`config.mk`:
```
export PLATFORM = sky130hd
export DESIGN_NAME = mfe_config
export DESIGN_NICKNAME = d
export VERILOG_FILES = /design/src/common/mfe_pkg.sv /design/src/hw/mfe_config.sv
export SDC_FILE = /design/constraint.sdc
export NUM_CORES = 1
export LEC_CHECK = 0
export BUFFER_PORTS_ARGS = -buffer_cell sky130_fd_sc_hd__buf_2
export CELL_PAD_IN_SITES_DETAIL_PLACEMENT = 1
export CELL_PAD_IN_SITES_GLOBAL_PLACEMENT = 2
export CORE_ASPECT_RATIO = 1.5
export CORE_MARGIN = 2
export CORE_UTILIZATION = 42
export CTS_CLUSTER_DIAMETER = 40
export DETAILED_ROUTE_END_ITERATION = 10
export GPL_ROUTABILITY_DRIVEN = 0
export GPL_TIMING_DRIVEN = 1
export PLACE_DENSITY_LB_ADDON = 0.1
export SLEW_MARGIN = 30
export SYNTH_ARGS = -nofsm -noshare
export SYNTH_HDL_FRONTEND = slang
export SYNTH_SLANG_ARGS = --single-unit
export TNS_END_PERCENT = 20
```
`constraint.sdc`:
```
create_clock -name clk -period 4.2 [get_ports clk]
set_input_delay 0.42 -clock clk [delete_from_list [all_inputs] [get_ports clk]]
set_output_delay 0.42 -clock clk [all_outputs]
set_load 0.02 [all_outputs]
```
`src/common/mfe_pkg.sv`:
```
/*
  Shared constants and types of the modem front end configuration block:
  register offsets, field positions, power-up values and the pin clocking ratios.
  Assumes every user writes package::name; nothing is imported.
*/
`default_nettype none
package mfe_pkg;
  // Register offsets on the serial port
  localparam logic [4:0] REG_OPTIONS = 5'h00;
  localparam logic [4:0] REG_PD_LOW = 5'h01;
  localparam logic [4:0] REG_PD_HIGH = 5'h02;
  localparam logic [4:0] REG_HD_POWER = 5'h03;
  localparam logic [4:0] REG_PLL = 5'h04;
  localparam logic [4:0] REG_RECEIVE_CLOCK_PIN = 5'h05;
  localparam logic [4:0] REG_AUXCLK = 5'h06;
  localparam int NUM_REGS = 7;
  // Field positions
  localparam int OPT_FOUR_WIRE = 7;
  localparam int OPT_LSB_FIRST = 6;
  localparam int OPT_SW_RESET = 5;
  localparam int HDP_DELAY_LO = 3;
  localparam int HDP_RX_BY_TRANSMIT_PATH_ENABLE = 2;
  localparam int HDP_TX_PD = 1;
  localparam int HDP_RX_PD = 0;
  localparam int RXO_OSC_ROUTE = 2;
  localparam int RXO_INVERT = 1;
  localparam int RXO_DISABLE = 0;
  localparam int AUX2_DIV_LO = 6;
  localparam int AUX2_INVERT = 5;
  localparam int AUX2_DISABLE = 4;
  localparam int AUX1_DIV_LO = 2;
  localparam int AUX1_INVERT = 1;
  localparam int AUX1_DISABLE = 0;
  // Power-up values
  localparam logic [7:0] DEF_ZERO = 8'h00;
  localparam logic [7:0] DEF_PD_HIGH = 8'h7f;
  localparam logic [7:0] DEF_PD_HIGH_ALL = 8'hff;
  localparam logic [7:0] DEF_HD_POWER = 8'hff;
  localparam logic [7:0] DEF_PLL = 8'h01;
  localparam logic [7:0] DEF_PLL_HD_CFG = 8'h02;
  localparam logic [7:0] DEF_RECEIVE_CLOCK_PIN_ALL = 8'h04;
  localparam logic [7:0] DEF_AUX = 8'h44;
  localparam logic [7:0] DEF_AUX_ALL = 8'h55;
  // Writable bits; undefined bits store and read as zero
  localparam logic [7:0] MASK_OPTIONS = 8'he0;
  localparam logic [7:0] MASK_PLL = 8'h3f;
  localparam logic [7:0] MASK_RECEIVE_CLOCK_PIN = 8'h07;
  localparam logic [7:0] MASK_FULL = 8'hff;
  // Clocking: oscillator and nibble clock run at clk/2, converter clock at clk/4
  localparam int CLK_PERIOD_NS = 40;
  localparam int NIBBLE_DIV = 2;
  localparam int FADC_DIV = 2 * NIBBLE_DIV;
  localparam int FIFO_DEPTH = 16;

  typedef struct packed {
    logic clk_synth;
    logic tx_converter;
    logic tx_digital;
    logic reference;
    logic conv_common_mode;
    logic converter;
    logic amp_bias;
    logic rx_amp;
  } mfe_pd_s;

  typedef enum {SPI_IDLE, SPI_HEADER, SPI_DATA} mfe_spi_e;
endpackage : mfe_pkg
`default_nettype wire

```
`src/hw/mfe_config.sv`:
```
/*
  Modem front end digital port and configuration registers, plus the transmit FIFO.
  Assumes all pin inputs are asynchronous to clk and toggle well below clk/4,
  and that the converter side runs on clk.
*/
`timescale 1ns/1ps
`default_nettype none

module mfe_fifo #(
  parameter int WIDTH = 10,
  parameter int DEPTH = 16
) (
  // Clock and control
  input wire logic clk,
  input wire logic rst_n,
  input wire logic ce,
  // Fill side
  input wire logic in_valid,
  output logic in_ready,
  input wire logic [WIDTH-1:0] in_data,
  // Drain side
  output logic out_valid,
  input wire logic out_ready,
  output logic [WIDTH-1:0] out_data
);
  localparam int AW = $clog2(DEPTH);
  logic [WIDTH-1:0] mem [DEPTH];
  logic [AW-1:0] wp_r, rp_r;
  logic [AW:0] cnt_r;
  logic push, pop;

  assign in_ready = (cnt_r != (AW+1)'(DEPTH));
  assign out_valid = (cnt_r != '0);
  assign out_data = mem[rp_r];
  assign push = in_valid && in_ready;
  assign pop = out_valid && out_ready;

  always_ff @(posedge clk) begin
    if (ce && push) begin
      mem[wp_r] <= in_data;
    end
  end

  always_ff @(posedge clk) begin
    if (!rst_n) begin
      wp_r <= '0;
      rp_r <= '0;
      cnt_r <= '0;
    end else if (ce) begin
      if (push) begin
        wp_r <= wp_r + 1'b1;
      end
      if (pop) begin
        rp_r <= rp_r + 1'b1;
      end
      cnt_r <= cnt_r + (AW+1)'(push) - (AW+1)'(pop);
    end
  end
endmodule : mfe_fifo

// Notes on behaviour
// - Mode pin low half duplex, high full
// - Defaults pin picks power-up register set
// - Half duplex: ten pins form bidirectional buffer
// - Full duplex: transmit nibbles on pins 1-6
// - Full duplex: receive nibbles on pins 7-12
// - Pin 13: buffer control in, sync out
// - Pin 14: transmit enable or transmit sync
// - Pin 15: sample clock or fast power-down
// - Receive clock pin: request in, clock out
// - First aux clock: converter clock divided 1-8
// - Second aux clock: oscillator divided 1-4
// - Aux register fields, divide-by-two defaults
// - Hardware reset input is active low
// - Register zero: four-wire, LSB first, reset
// - Power-down pin low applies register one
// - Power-down pin high applies register two
// - Half-duplex power register, defaults all ones
// - Transmit driver off delayed after enable drops
// - PLL register fields and defaults
// - Half duplex, defaults high: multiplier code 10
// - Gain strobe selects data or gain nibble
// - Six-bit receive gain port in both modes
// - Transmit enable selects active signal path
module mfe_config #(
  parameter int FIFO_DEPTH = mfe_pkg::FIFO_DEPTH
) (
  // Clock, reset, enable
  input wire logic clk,
  input wire logic rst_n,
  input wire logic ce,
  // Strap and power pins
  input wire logic mode_pin,
  input wire logic config_pin,
  input wire logic power_down_pin,
  // Serial port
  input wire logic sclk,
  input wire logic sen_n,
  input wire logic sdio_in,
  output logic sdio_out,
  output logic sdio_oe,
  output logic sdo_out,
  output logic sdo_oe,
  // Data pins, bit 11 is pin 1
  input wire logic [11:0] data_in,
  output logic [11:0] data_out,
  output logic [11:0] data_oe,
  // Dual-use pins
  input wire logic dir_sync_in,
  output logic dir_sync_out,
  output logic dir_sync_oe,
  input wire logic tx_enable_sync_in,
  input wire logic sample_clk_quiet_in,
  input wire logic receive_clock_pin_in,
  output logic receive_clock_pin_out,
  output logic receive_clock_pin_oe,
  input wire logic gain_strobe_in,
  input wire logic [5:0] receive_gain_port,
  // Converter side
  output logic [9:0] tx_word,
  output logic tx_word_valid,
  input wire logic tx_word_ready,
  input wire logic [9:0] rx_word,
  input wire logic rx_word_valid,
  output logic [5:0] rx_gain,
  output logic [5:0] tx_gain,
  output logic tx_overflow,
  // Power and clocks
  output mfe_pkg::mfe_pd_s block_power_down,
  output logic fast_transmit_power_down,
  output logic tx_path_power_down,
  output logic rx_path_power_down,
  output logic [7:0] pll_control,
  output logic first_aux_clock,
  output logic second_aux_clock
);
  localparam int SW = 29;
  logic [SW-1:0] s1_r, s2_r;
  logic [11:0] d_s;
  logic dir_s, transmit_path_enable_s, sclkq_s, rqclk_s, gain_s, mode_s, cfg_s, pd_s, sck_s, sen_s, sdi_s;
  logic [5:0] pga_s;
  logic hd, fd;
  logic sclkq_d_r, rqclk_d_r, sck_d_r;
  logic [7:0] regs_r [mfe_pkg::NUM_REGS];
  logic [4:0] base_r;
  logic fadc_tick, nib_tick;

  function automatic logic [7:0] reg_default(input logic full, input logic cfg, input logic [2:0] idx);
    logic both;
    both = full && cfg;
    case (idx)
      3'h2: reg_default = both ? mfe_pkg::DEF_PD_HIGH_ALL : mfe_pkg::DEF_PD_HIGH;
      3'h3: reg_default = mfe_pkg::DEF_HD_POWER;
      3'h4: reg_default = (!full && cfg) ? mfe_pkg::DEF_PLL_HD_CFG : mfe_pkg::DEF_PLL;
      3'h5: reg_default = both ? mfe_pkg::DEF_RECEIVE_CLOCK_PIN_ALL : mfe_pkg::DEF_ZERO;
      3'h6: reg_default = both ? mfe_pkg::DEF_AUX_ALL : mfe_pkg::DEF_AUX;
      default: reg_default = mfe_pkg::DEF_ZERO;
    endcase
  endfunction : reg_default

  function automatic logic [7:0] reg_mask(input logic [4:0] a);
    case (a)
      mfe_pkg::REG_OPTIONS: reg_mask = mfe_pkg::MASK_OPTIONS;
      mfe_pkg::REG_PLL: reg_mask = mfe_pkg::MASK_PLL;
      mfe_pkg::REG_RECEIVE_CLOCK_PIN: reg_mask = mfe_pkg::MASK_RECEIVE_CLOCK_PIN;
      mfe_pkg::REG_PD_LOW, mfe_pkg::REG_PD_HIGH, mfe_pkg::REG_HD_POWER,
      mfe_pkg::REG_AUXCLK: reg_mask = mfe_pkg::MASK_FULL;
      default: reg_mask = mfe_pkg::DEF_ZERO;
    endcase
  endfunction : reg_mask

  // Every pin except rst_n passes two flops before use
  always_ff @(posedge clk) begin
    if (ce) begin
      s1_r <= {data_in, dir_sync_in, tx_enable_sync_in, sample_clk_quiet_in, receive_clock_pin_in,
               gain_strobe_in, receive_gain_port, mode_pin, config_pin, power_down_pin, sclk, sen_n, sdio_in};
      s2_r <= s1_r;
    end
  end
  assign {d_s, dir_s, transmit_path_enable_s, sclkq_s, rqclk_s, gain_s, pga_s, mode_s, cfg_s, pd_s, sck_s, sen_s, sdi_s} = s2_r;

  assign hd = !mode_s;
  assign fd = mode_s;

  always_ff @(posedge clk) begin
    if (!rst_n) begin
      sclkq_d_r <= 1'b0;
      rqclk_d_r <= 1'b0;
      sck_d_r <= 1'b0;
      base_r <= '0;
    end else if (ce) begin
      sclkq_d_r <= sclkq_s;
      rqclk_d_r <= rqclk_s;
      sck_d_r <= sck_s;
      base_r <= base_r + 1'b1;
    end
  end
  assign fadc_tick = (base_r[1:0] == 2'b11);
  assign nib_tick = base_r[0];

  // Serial port
  mfe_pkg::mfe_spi_e st_r;
  logic [2:0] bit_r;
  logic [7:0] sh_r, txsh_r, sh_nxt;
  logic rd_r;
  logic [1:0] nb_r;
  logic [4:0] addr_r, addr_nxt;
  logic wr_en, swrst_r, lsb, reload;
  logic [7:0] rd_data;

  assign lsb = regs_r[0][mfe_pkg::OPT_LSB_FIRST];
  assign sh_nxt = lsb ? {sdi_s, sh_r[7:1]} : {sh_r[6:0], sdi_s};
  assign wr_en = (st_r == mfe_pkg::SPI_DATA) && !rd_r && sck_s && !sck_d_r && (bit_r == 3'd7) && !sen_s;
  assign rd_data = (addr_nxt < 5'(mfe_pkg::NUM_REGS)) ? regs_r[addr_nxt[2:0]] : mfe_pkg::DEF_ZERO;

  // Multibyte walks down MSB first, up LSB first
  always_comb begin
    addr_nxt = addr_r;
    if (st_r == mfe_pkg::SPI_HEADER) begin
      addr_nxt = sh_nxt[4:0];
    end else if (st_r == mfe_pkg::SPI_DATA) begin
      addr_nxt = lsb ? addr_r + 5'd1 : addr_r - 5'd1;
    end
  end

  always_ff @(posedge clk) begin
    if (!rst_n) begin
      st_r <= mfe_pkg::SPI_IDLE;
      bit_r <= '0;
      sh_r <= '0;
      txsh_r <= '0;
      rd_r <= 1'b0;
      nb_r <= '0;
      addr_r <= '0;
      sdio_out <= 1'b0;
      sdo_out <= 1'b0;
    end else if (ce) begin
      if (sen_s) begin
        st_r <= mfe_pkg::SPI_IDLE;
        bit_r <= '0;
      end else if (sck_s && !sck_d_r) begin
        sh_r <= sh_nxt;
        bit_r <= bit_r + 3'd1;
        if (st_r == mfe_pkg::SPI_IDLE) begin
          st_r <= mfe_pkg::SPI_HEADER;
        end
        if (bit_r == 3'd7) begin
          txsh_r <= rd_data;
          addr_r <= addr_nxt;
          if (st_r == mfe_pkg::SPI_HEADER) begin
            // Shifter holds the header in natural order for both bit orders
            rd_r <= sh_nxt[7];
            nb_r <= sh_nxt[6:5];
            st_r <= mfe_pkg::SPI_DATA;
          end else if (nb_r == 2'd0) begin
            st_r <= mfe_pkg::SPI_IDLE;
          end else begin
            nb_r <= nb_r - 2'd1;
          end
        end
      end else if (!sck_s && sck_d_r && st_r == mfe_pkg::SPI_DATA && rd_r) begin
        sdio_out <= lsb ? txsh_r[0] : txsh_r[7];
        sdo_out <= lsb ? txsh_r[0] : txsh_r[7];
        txsh_r <= lsb ? {1'b0, txsh_r[7:1]} : {txsh_r[6:0], 1'b0};
      end
    end
  end

  // Read data lines driven only during a read's data phase
  always_ff @(posedge clk) begin
    if (!rst_n) begin
      sdio_oe <= 1'b0;
      sdo_oe <= 1'b0;
    end else if (ce) begin
      sdio_oe <= !sen_s && rd_r && st_r == mfe_pkg::SPI_DATA && !regs_r[0][mfe_pkg::OPT_FOUR_WIRE];
      sdo_oe <= !sen_s && rd_r && st_r == mfe_pkg::SPI_DATA && regs_r[0][mfe_pkg::OPT_FOUR_WIRE];
    end
  end

  // defaults on reset or software reset
  assign reload = !rst_n || swrst_r;
  always_ff @(posedge clk) begin
    if (ce) begin
      swrst_r <= rst_n && wr_en && (addr_r == mfe_pkg::REG_OPTIONS) && sh_nxt[mfe_pkg::OPT_SW_RESET];
      for (int i = 0; i < mfe_pkg::NUM_REGS; i++) begin
        if (reload) begin
          regs_r[i] <= reg_default(fd, cfg_s, 3'(i));
        end else if (wr_en && addr_r == 5'(i)) begin
          regs_r[i] <= sh_nxt & reg_mask(addr_r);
        end
      end
    end
  end

  // Transmit path into the FIFO
  logic push, f_ready, f_valid, f_pop, have_hi_r;
  logic [9:0] push_data, f_data;
  logic [5:0] hi_r, tx_nib;
  assign tx_nib = d_s[11:6];

  always_comb begin
    push = 1'b0;
    push_data = d_s[11:2];
    if (hd) begin
      // buffer sampled on sample clock rise
      push = transmit_path_enable_s && !dir_s && sclkq_s && !sclkq_d_r;
    end else if (nib_tick && !gain_s && !transmit_path_enable_s && have_hi_r) begin
      push = 1'b1;
      push_data = {hi_r, tx_nib[5:2]};
    end
  end

  always_ff @(posedge clk) begin
    if (!rst_n) begin
      have_hi_r <= 1'b0;
      hi_r <= '0;
      tx_gain <= '0;
      tx_overflow <= 1'b0;
    end else if (ce) begin
      if (push && !f_ready) begin
        tx_overflow <= 1'b1;
      end
      if (fd && nib_tick) begin
        if (gain_s) begin
          tx_gain <= tx_nib;
        end else if (transmit_path_enable_s) begin
          hi_r <= tx_nib;
          have_hi_r <= 1'b1;
        end else begin
          have_hi_r <= 1'b0;
        end
      end
    end
  end

  mfe_fifo #(.WIDTH(10), .DEPTH(FIFO_DEPTH)) u_fifo (
    .clk(clk),
    .rst_n(rst_n),
    .ce(ce),
    .in_valid(push),
    .in_ready(f_ready),
    .in_data(push_data),
    .out_valid(f_valid),
    .out_ready(f_pop),
    .out_data(f_data)
  );

  // Output stage keeps converter outputs on flops
  assign f_pop = !tx_word_valid || tx_word_ready;
  always_ff @(posedge clk) begin
    if (!rst_n) begin
      tx_word_valid <= 1'b0;
      tx_word <= '0;
    end else if (ce && f_pop) begin
      tx_word_valid <= f_valid;
      tx_word <= f_data;
    end
  end

  // Receive path
  logic [9:0] rx_hold_r;
  logic [5:0] lo_r;
  logic rx_phase_r;
  always_ff @(posedge clk) begin
    if (!rst_n) begin
      rx_hold_r <= '0;
      lo_r <= '0;
      rx_phase_r <= 1'b0;
      data_out <= '0;
      data_oe <= '0;
      dir_sync_out <= 1'b0;
      dir_sync_oe <= 1'b0;
      rx_gain <= '0;
    end else if (ce) begin
      rx_gain <= pga_s;
      if (rx_word_valid) begin
        rx_hold_r <= rx_word;
      end
      dir_sync_oe <= fd;
      if (fd) begin
        data_oe <= 12'h03f;
        if (nib_tick) begin
          rx_phase_r <= !rx_phase_r;
          dir_sync_out <= !rx_phase_r;
          data_out[5:0] <= rx_phase_r ? lo_r : rx_hold_r[9:4];
          if (!rx_phase_r) begin
            lo_r <= {rx_hold_r[3:0], 2'b00};
          end
        end
      end else begin
        data_oe <= {{10{dir_s}}, 2'b00};
        dir_sync_out <= 1'b0;
        rx_phase_r <= 1'b0;
        if (rqclk_s && !rqclk_d_r) begin
          data_out <= {rx_hold_r, 2'b00};
        end
      end
    end
  end

  // Power control
  logic [4:0] off_cnt_r;
  logic [7:0] hdp;
  assign hdp = regs_r[3];
  always_ff @(posedge clk) begin
    if (!rst_n) begin
      block_power_down <= '0;
      fast_transmit_power_down <= 1'b0;
      tx_path_power_down <= 1'b0;
      rx_path_power_down <= 1'b0;
      off_cnt_r <= '0;
      pll_control <= '0;
    end else if (ce) begin
      pll_control <= regs_r[4];
      block_power_down <= pd_s ? regs_r[2] : regs_r[1];
      fast_transmit_power_down <= fd && sclkq_s;
      if (transmit_path_enable_s) begin
        off_cnt_r <= hdp[7:mfe_pkg::HDP_DELAY_LO];
      end else if (fadc_tick && off_cnt_r != 5'd0) begin
        off_cnt_r <= off_cnt_r - 5'd1;
      end
      tx_path_power_down <= hd && hdp[mfe_pkg::HDP_RX_BY_TRANSMIT_PATH_ENABLE] && hdp[mfe_pkg::HDP_TX_PD]
                            && !transmit_path_enable_s && off_cnt_r == 5'd0;
      rx_path_power_down <= hd && hdp[mfe_pkg::HDP_RX_BY_TRANSMIT_PATH_ENABLE] && hdp[mfe_pkg::HDP_RX_PD] && transmit_path_enable_s;
    end
  end

  // Clock outputs
  logic [1:0] d1, d2;
  logic osc_rx;
  logic [7:0] rxo, aux;
  assign rxo = regs_r[5];
  assign aux = regs_r[6];
  assign d1 = aux[mfe_pkg::AUX1_DIV_LO+:2];
  assign d2 = aux[mfe_pkg::AUX2_DIV_LO+:2];
  // Oscillator route taken when RXO_OSC_ROUTE is set; the other route also reads base_r[0]
  localparam int NIBBLE_SEL = 0;
  assign osc_rx = rxo[mfe_pkg::RXO_OSC_ROUTE] ? base_r[0] : base_r[NIBBLE_SEL];
  always_ff @(posedge clk) begin
    if (!rst_n) begin
      receive_clock_pin_out <= 1'b0;
      receive_clock_pin_oe <= 1'b0;
      first_aux_clock <= 1'b0;
      second_aux_clock <= 1'b0;
    end else if (ce) begin
      receive_clock_pin_oe <= fd;
      receive_clock_pin_out <= !rxo[mfe_pkg::RXO_DISABLE] && (osc_rx ^ rxo[mfe_pkg::RXO_INVERT]);
      first_aux_clock <= !aux[mfe_pkg::AUX1_DISABLE] && (base_r[3'd1 + {1'b0, d1}] ^ aux[mfe_pkg::AUX1_INVERT]);
      // oscillator divided, code 11 as four
      second_aux_clock <= !aux[mfe_pkg::AUX2_DISABLE]
                          && (base_r[(d2 == 2'b11) ? 3'd2 : {1'b0, d2}] ^ aux[mfe_pkg::AUX2_INVERT]);
    end
  end
endmodule : mfe_config
`default_nettype wire
```
# [Word level (Yosys, flattened, before mapping)]
# Memories as Yosys holds them, arrays and structs flattened. A register that Yosys moved wholly into a read port is not among the register bits.
# Index checks and enable logic that the tools add are counted.
[classes] addsub=11 n_lt_le_gt_ge=3 n_eq_ne=15 n_mux=118 n_bitwise=22 n_reduce_logical=101
[op_table] cell="$mux 8" n=48
[op_table] cell="$mux 32" n=6
[op_table] cell="$and 8x8->8" n=7
[op_table] cell="$logic_and 1x1->1" n=49
[op_table] cell="$mux 1" n=41
[op_table] cell="$eq 32x2->1 const B" n=1
[op_table] cell="$eq 32x3->1 const B" n=1
[op_table] cell="$logic_not 32->1" n=1
[op_table] cell="$pmux 8 s4" n=1
[op_table] cell="$mux 5" n=6
[op_table] cell="$mux 6" n=4
[op_table] cell="$logic_not 1->1" n=20
[op_table] cell="$mux 10" n=2
[op_table] cell="$reduce_and 4->1" n=5
[op_table] cell="$eq 5x3->1 const B" n=3
[op_table] cell="$reduce_and 3->1" n=5
[op_table] cell="$reduce_and 2->1" n=7
[op_table] cell="$mux 12" n=1
[op_table] cell="$add 5x1->5 const B" n=2
[op_table] cell="$eq 5x2->1 const B" n=2
[op_table] cell="$logic_not 5->1" n=2
[op_table] cell="$reduce_and 5->1" n=2
[op_table] cell="$reduce_bool 5->1" n=2
[op_table] cell="$sub 5x1->5 const B" n=2
[op_table] cell="other kinds (25)" n=50
[totals] reg_bits=222 ramBits=216 input_bits=44 output_inout_bits=77 elab_cells=320 memories=2
[mem_list] memory="u_fifo.mem" depth=16 word_bits=10 read_ports=1 rd_clocked_by_memory_dff=1 wr=1 line_no="mfe_config.sv:27" rtl="logic [WIDTH-1:0] mem [DEPTH];"
[mem_list] memory="regs_r" depth=7 word_bits=8 read_ports=8 rd_clocked_by_memory_dff=1 wr=7 line_no="mfe_config.sv:144" rtl="logic [7:0] regs_r [mfe_pkg::NUM_REGS];"

# [Depth between registers and ports, before layout]
[logic_depth] word_depth=12 ltp_mapped=17 depth_no_buf=17

# [Modules after synthesis]
# Synthesis repeated with hierarchy kept, for this count alone.
[unflattened] cells_unflattened=1480 area_unflattened_um2=18706.7
[by_module_without_submodules] mod="mfe_config" n_inst=1 cells_each=1122 area_each_um2=11690.0 seq_area_each_um2=6496.2
[by_module_without_submodules] mod="mfe_fifo" n_inst=1 cells_each=358 area_each_um2=7016.7 seq_area_each_um2=5144.9

# [Least setup slack after synthesis]
# OpenSTA, ideal clock, no wires.
[synth_timing] kind="reg2reg" start="register addr_r[0]" end="register txsh_r[7]" setup_ps=88 t_arrival_ps=2998 t_required_ps=4112 setup_slack_ps=1114 stages_incl_launch_ff=13 path_buffers=2 synth_period_minus_slack_ps=3086 path_cell_list="dfxtp_1 -> clkbuf_1 -> clkinv_1 -> clkbuf_1 -> ha_1 -> nor4b_2 -> o211ai_1 -> a211oi_1 -> a211o_1 -> a2111oi_4 -> nand3_2 -> a311o_1 -> o32ai_2"
[synth_via] elab_chain_len=8 word_cells_on_any_way=10 classes_between="add/sub: 2; order compare: 1; mux: 6; memory: 1"
[synth_rtl] element="start, declared" line_no="mfe_config.sv:207" rtl="logic [4:0] addr_r, addr_nxt;"
[synth_rtl] element="start signal, assigned" line_no="mfe_config.sv:249" rtl="addr_r <= addr_nxt;"
[synth_rtl] element="$sub 5x1->5 or $add 5x1->5 (tied branches)" line_no="mfe_config.sv:222" rtl="addr_nxt = lsb ? addr_r + 5'd1 : addr_r - 5'd1;"
[synth_rtl] element="$mux 5" line_no="mfe_config.sv:222"
[synth_rtl] element="$mux 5 (*)" line_no="mfe_config.sv:221" rtl="end else if (st_r == mfe_pkg::SPI_DATA) begin"
[synth_rtl] element="$mux 5 (*)" line_no="mfe_config.sv:219" rtl="if (st_r == mfe_pkg::SPI_HEADER) begin"
[synth_rtl] element="$lt 5x3->1 or $mem_v2 7x8 (tied branches)"
[synth_rtl] element="$mux 8 (*)" line_no="mfe_config.sv:214" rtl="assign rd_data = (addr_nxt < 5'(mfe_pkg::NUM_REGS)) ? regs_r[addr_nxt[2:0]] : mfe_pkg::DEF_ZERO;"
[synth_rtl] element="$mux 8 (*)" line_no="mfe_config.sv:247" rtl="if (bit_r == 3'd7) begin"
[synth_rtl] element="$mux 8 (*)" line_no="mfe_config.sv:241" rtl="end else if (sck_s && !sck_d_r) begin"
[synth_rtl] element="end signal, assigned" line_no="mfe_config.sv:248" rtl="txsh_r <= rd_data;"
[synth_rtl] element="end signal, assigned" line_no="mfe_config.sv:264" rtl="txsh_r <= lsb ? {1'b0, txsh_r[7:1]} : {txsh_r[6:0], 1'b0};"
[synth_rtl] element="end, declared" line_no="mfe_config.sv:204" rtl="logic [7:0] sh_r, txsh_r, sh_nxt;"
# Every way passes the cells marked *; elsewhere a longest branch is shown, timed or not. The select of a mux whose other input is x is not followed.
# A chain may end at the register's enable or synchronous reset.

==> impl_metrics.py <==
metrics = {
    "worst_setup_path": {
        "worstPathCellList": "nor4b_1 > and4_1 > nand2_1 > nor4b_2 > and3_1 > nand2_1 > nand2_1",
        "crit_top_cell": "nand2_1",
        "critPathArrivalTime_ps": 3600,
        "cp_num_buf_inv": 0,
        "worst_path_max_delay_cell": "dfxtp_1",
        "start_kind": "flop",
        "cp_data_required_time_ps": 4420,
        "rrSetupSlack_ps": 820,
        "crit_fanout": 16,
        "worst_path_dominant_cell_family": "simple AND/OR/NAND/NOR gates",
        "slowest_delay_ps": 690,
        "setup.worst_path.class": "flop to flop",
        "critPathCaptureType": "flop",
    },
    "pwr": {
        "peakVddDrop_mv": 0.4036,
        "power.density_nw_per_um2": 478.0,
        "p_leak_uw": 0.007966,
    },
    "place": {
        "place_ws_ps": 786.2,
        "dpl.hpwl_mm": 36.93,
        "placed_area_um2": 20160,
        "io_buffers": 118,
    },
    "logic_synthesis": {
        "ys_types": 76,
        "synth_async_sr_flop_share_pct": 0,
        "synth.area.mux_share_pct": 12.11,
        "syn_inst": 1513,
        "synth_top_area_share_pct": 43.07,
        "yosys_warnings": 0,
        "synth_xor_area_share_pct": 0.7880,
        "syn-num-nets": 1581,
        "synth_top_family_by_area": "simple AND/OR/NAND/NOR gates",
        "yosysTopAreaCell": "edfxtp_1",
        "synth_edf_count": 271,
        "netlist_area_um2": 18890,
        "avgSynthCellArea_um2": 12.49,
        "ys.flop_type": "edfxtp_1",
        "synth_compound_area_share_pct": 8.880,
        "ys_seq_area_share_pct": 61.19,
        "yosys.area_share.simple_pct": 12.56,
        "synth_area_leaders": "edfxtp_1 (43%), dfxtp_1 (18%), mux4_2 (6.1%)",
        "synth-seq-cells": 442,
        "synth_adder_area_share_pct": 1.629,
    },
    "clocking": {
        "htree_levels": 2,
        "tritoncts": "built",
        "cts.root.buffer_cell": "clkbuf_16",
        "clkSlewWorstSetupHoldPaths_ps": 60,
        "ctsLongestPathBuffers": 3,
        "clk_latency_ps": 580,
        "clock_sinks": 442,
        "numCtsBuffers": 48,
        "cts_resized": 0,
    },
    "floorplan": {
        "core_area_um2": 44570,
        "rows": 95,
        "pin_count": 121,
        "fp.dieH_um": 263.8,
        "die_w_um": 177.2,
        "die_area_um2": 46730,
        "initial_core_util_pct": 42.39,
    },
    "sta": {
        "timing.final.ws_setup_ps": 819.4,
        "period_share_pct": 80.49,
        "finClkSkew_ps": 19.16,
        "slew_headroom_pct": 41.55,
        "rsz0062_at_grt": "false",
        "finalHoldViolations": 0,
        "worstMarginPinSlew_ps": 875.5,
        "setup-violations-final": 0,
        "fin_hold_ws_ps": 27.41,
        "slew_violations": 0,
        "fmax_ghz": 0.2958,
        "period_needed_ps": 3381,
        "tns_ps": 0,
    },
    "final_layout": {
        "area_delta_synth_final_pct": 15.56,
        "finalNetCount": 1701,
        "n_fill_cell": 4608,
        "drive_gt1_share_pct": 19.90,
        "fin_util_pct": 48.99,
        "final_cell_area_um2": 21830,
    },
    "routing": {
        "routed_wirelength_mm": 51.08,
        "vias": 12500,
        "wl_per_cell_um": 22.64,
        "drc_errors": 0,
        "first_iter_violations": 725,
        "post_drt_via_cell_ratio": 5.540,
        "detail-route-antenna-nets": 0,
        "dr.pass1.iters": 5,
    },
    "job": {
        "max_cap_violations": 0,
    },
    "global_routing": {
        "overflow": 0,
        "grt_max_degree": 139,
        "grt_use_total_pct": 22.28,
        "grt_pass1_wl_mm": 79.14,
        "grt_pass1_vias": 13240,
        "grt_antenna_before_repair": 1,
    },
    "run_status": {
        "status": "complete, no violations",
    },
    "hold_path": {
        "hold_class": "input port to flop",
    },
}
==> repair_timing <==
action,4_1_cts,5_1_grt
buffers inserted,0,0
hold buffers,5,0
hold endpoints to repair,5,0
==> cell type report <==
cell class / instances / area, um^2 / area share [%]
clock buffers: 54 / 1255 / 5.748
repair buffers: 171 / 1032 / 4.728
inverters: 24 / 92.59 / 0.4240
well taps: 582 / 728.2 / 3.335
clock inverters: 36 / 356.6 / 1.633
multi-input cells: 946 / 6804 / 31.16
flip-flops and latches: 442 / 11560 / 52.96
diodes: 1 / 2.502 / 0.01146
==> where the power goes <==
| part | internal (uW) | switching [uW] | leakage [uW] | total (uW) |
|---|---|---|---|---|
| clock | 2360 | 1850 | 0.000786 | 4210 |
| combinational | 617 | 691 | 0.00323 | 1310 |
| sequential | 4760 | 157 | 0.00395 | 4920 |
==> worst paths after layout <==
kind                   startpoint                         end  depth (start not counted)
min                    data_in[4]          s1_r[21]$_DFFE_PP_                          1
min reg2reg     s1_r[4]$_DFFE_PP_           s2_r[4]$_DFFE_PP_                          0
max reg2reg  st_r[1]$_SDFFE_PN0P_  regs_r[4][3]$_SDFFCE_PN0P_                          7
max          st_r[1]$_SDFFE_PN0P_  regs_r[4][3]$_SDFFCE_PN0P_                          7
==> state kept, by name (all words and copies together), names as in the netlist, 10 cells and up <==
| register | flops |
|---|---|
| u_fifo.mem | 160 |
| regs_r | 56 |
| st_r | 32 |
| s1_r | 27 |
| s2_r | 27 |
| data_out | 12 |
| rx_hold_r | 10 |
| tx_word | 10 |
==> metal layers <==
layer / track usage [%] / up-vias / wire length, um
li1: - / 5865 / -
met1: 24.46 / 6334 / 18990
met2: 42.88 / 214 / 28830
met3: 2.476 / 85 / 1314
met4: 8.845 / 0 / 1944
met5: 0 / - / 0
==> metrics by stage <==
step           instances  power, uW
3_5_place_dp        2160       6352
2_1_floorplan       1513       5916
4_1_cts             2255      10590
6_report            2256      10440
5_1_grt             2255      10860
3_3_place_gp        2160       6320
==> Yosys cell counts, drive strengths merged (4+ instances only) <==
library cell / count
inv: 23
nand4: 17
dfxtp: 171
nor2: 201
nor4: 11
a32oi: 5
and3: 7
edfxtp: 271
nor4b: 4
mux2i: 98
xor2: 7
mux2: 14
a21oi: 61
a22o: 12
mux4: 51
a31oi: 4
clkbuf: 61
o22ai: 13
a22oi: 12
o21ai: 43
ha: 23
nand2b: 18
nand4b: 4
and4: 6
nor3: 30
nand3: 19
o32a: 4
a211oi: 27
and2: 35
nand2: 122
nor2b: 13
xnor2: 10
buf: 40
a221oi: 23
==> cell usage in the layout (no fill, tap or decap), types with 27 or more instances in the layout <==
cell type  netlist  layout
nor3_1          29      29
nor2_1         201     200
buf_2           10     117
mux4_2          51      51
mux2i_1         98      98
o21ai_0         37      37
edfxtp_1       271     271
a21oi_1         61      61
clkbuf_16        0      49
nand2_1        121     121
dfxtp_1        171     169
buf_4           13      46
a211oi_1        27      27
and2_1          35      35
==> logic make-up (layout without fill, tap and decap cells) <==
| family | after synthesis | count (layout) |
|---|---|---|
| muxes | 163 | 163 |
| and+or+nand+nor | 500 | 500 |
| other | 0 | 1 |
| buffers and inverters | 125 | 285 |
| AOI/OAI and AO/OA | 242 | 242 |
| adders and majority gates | 24 | 24 |
| DFF | 442 | 442 |
| xor gates and xnor gates | 17 | 17 |
(Power assumes the default switching activity.)
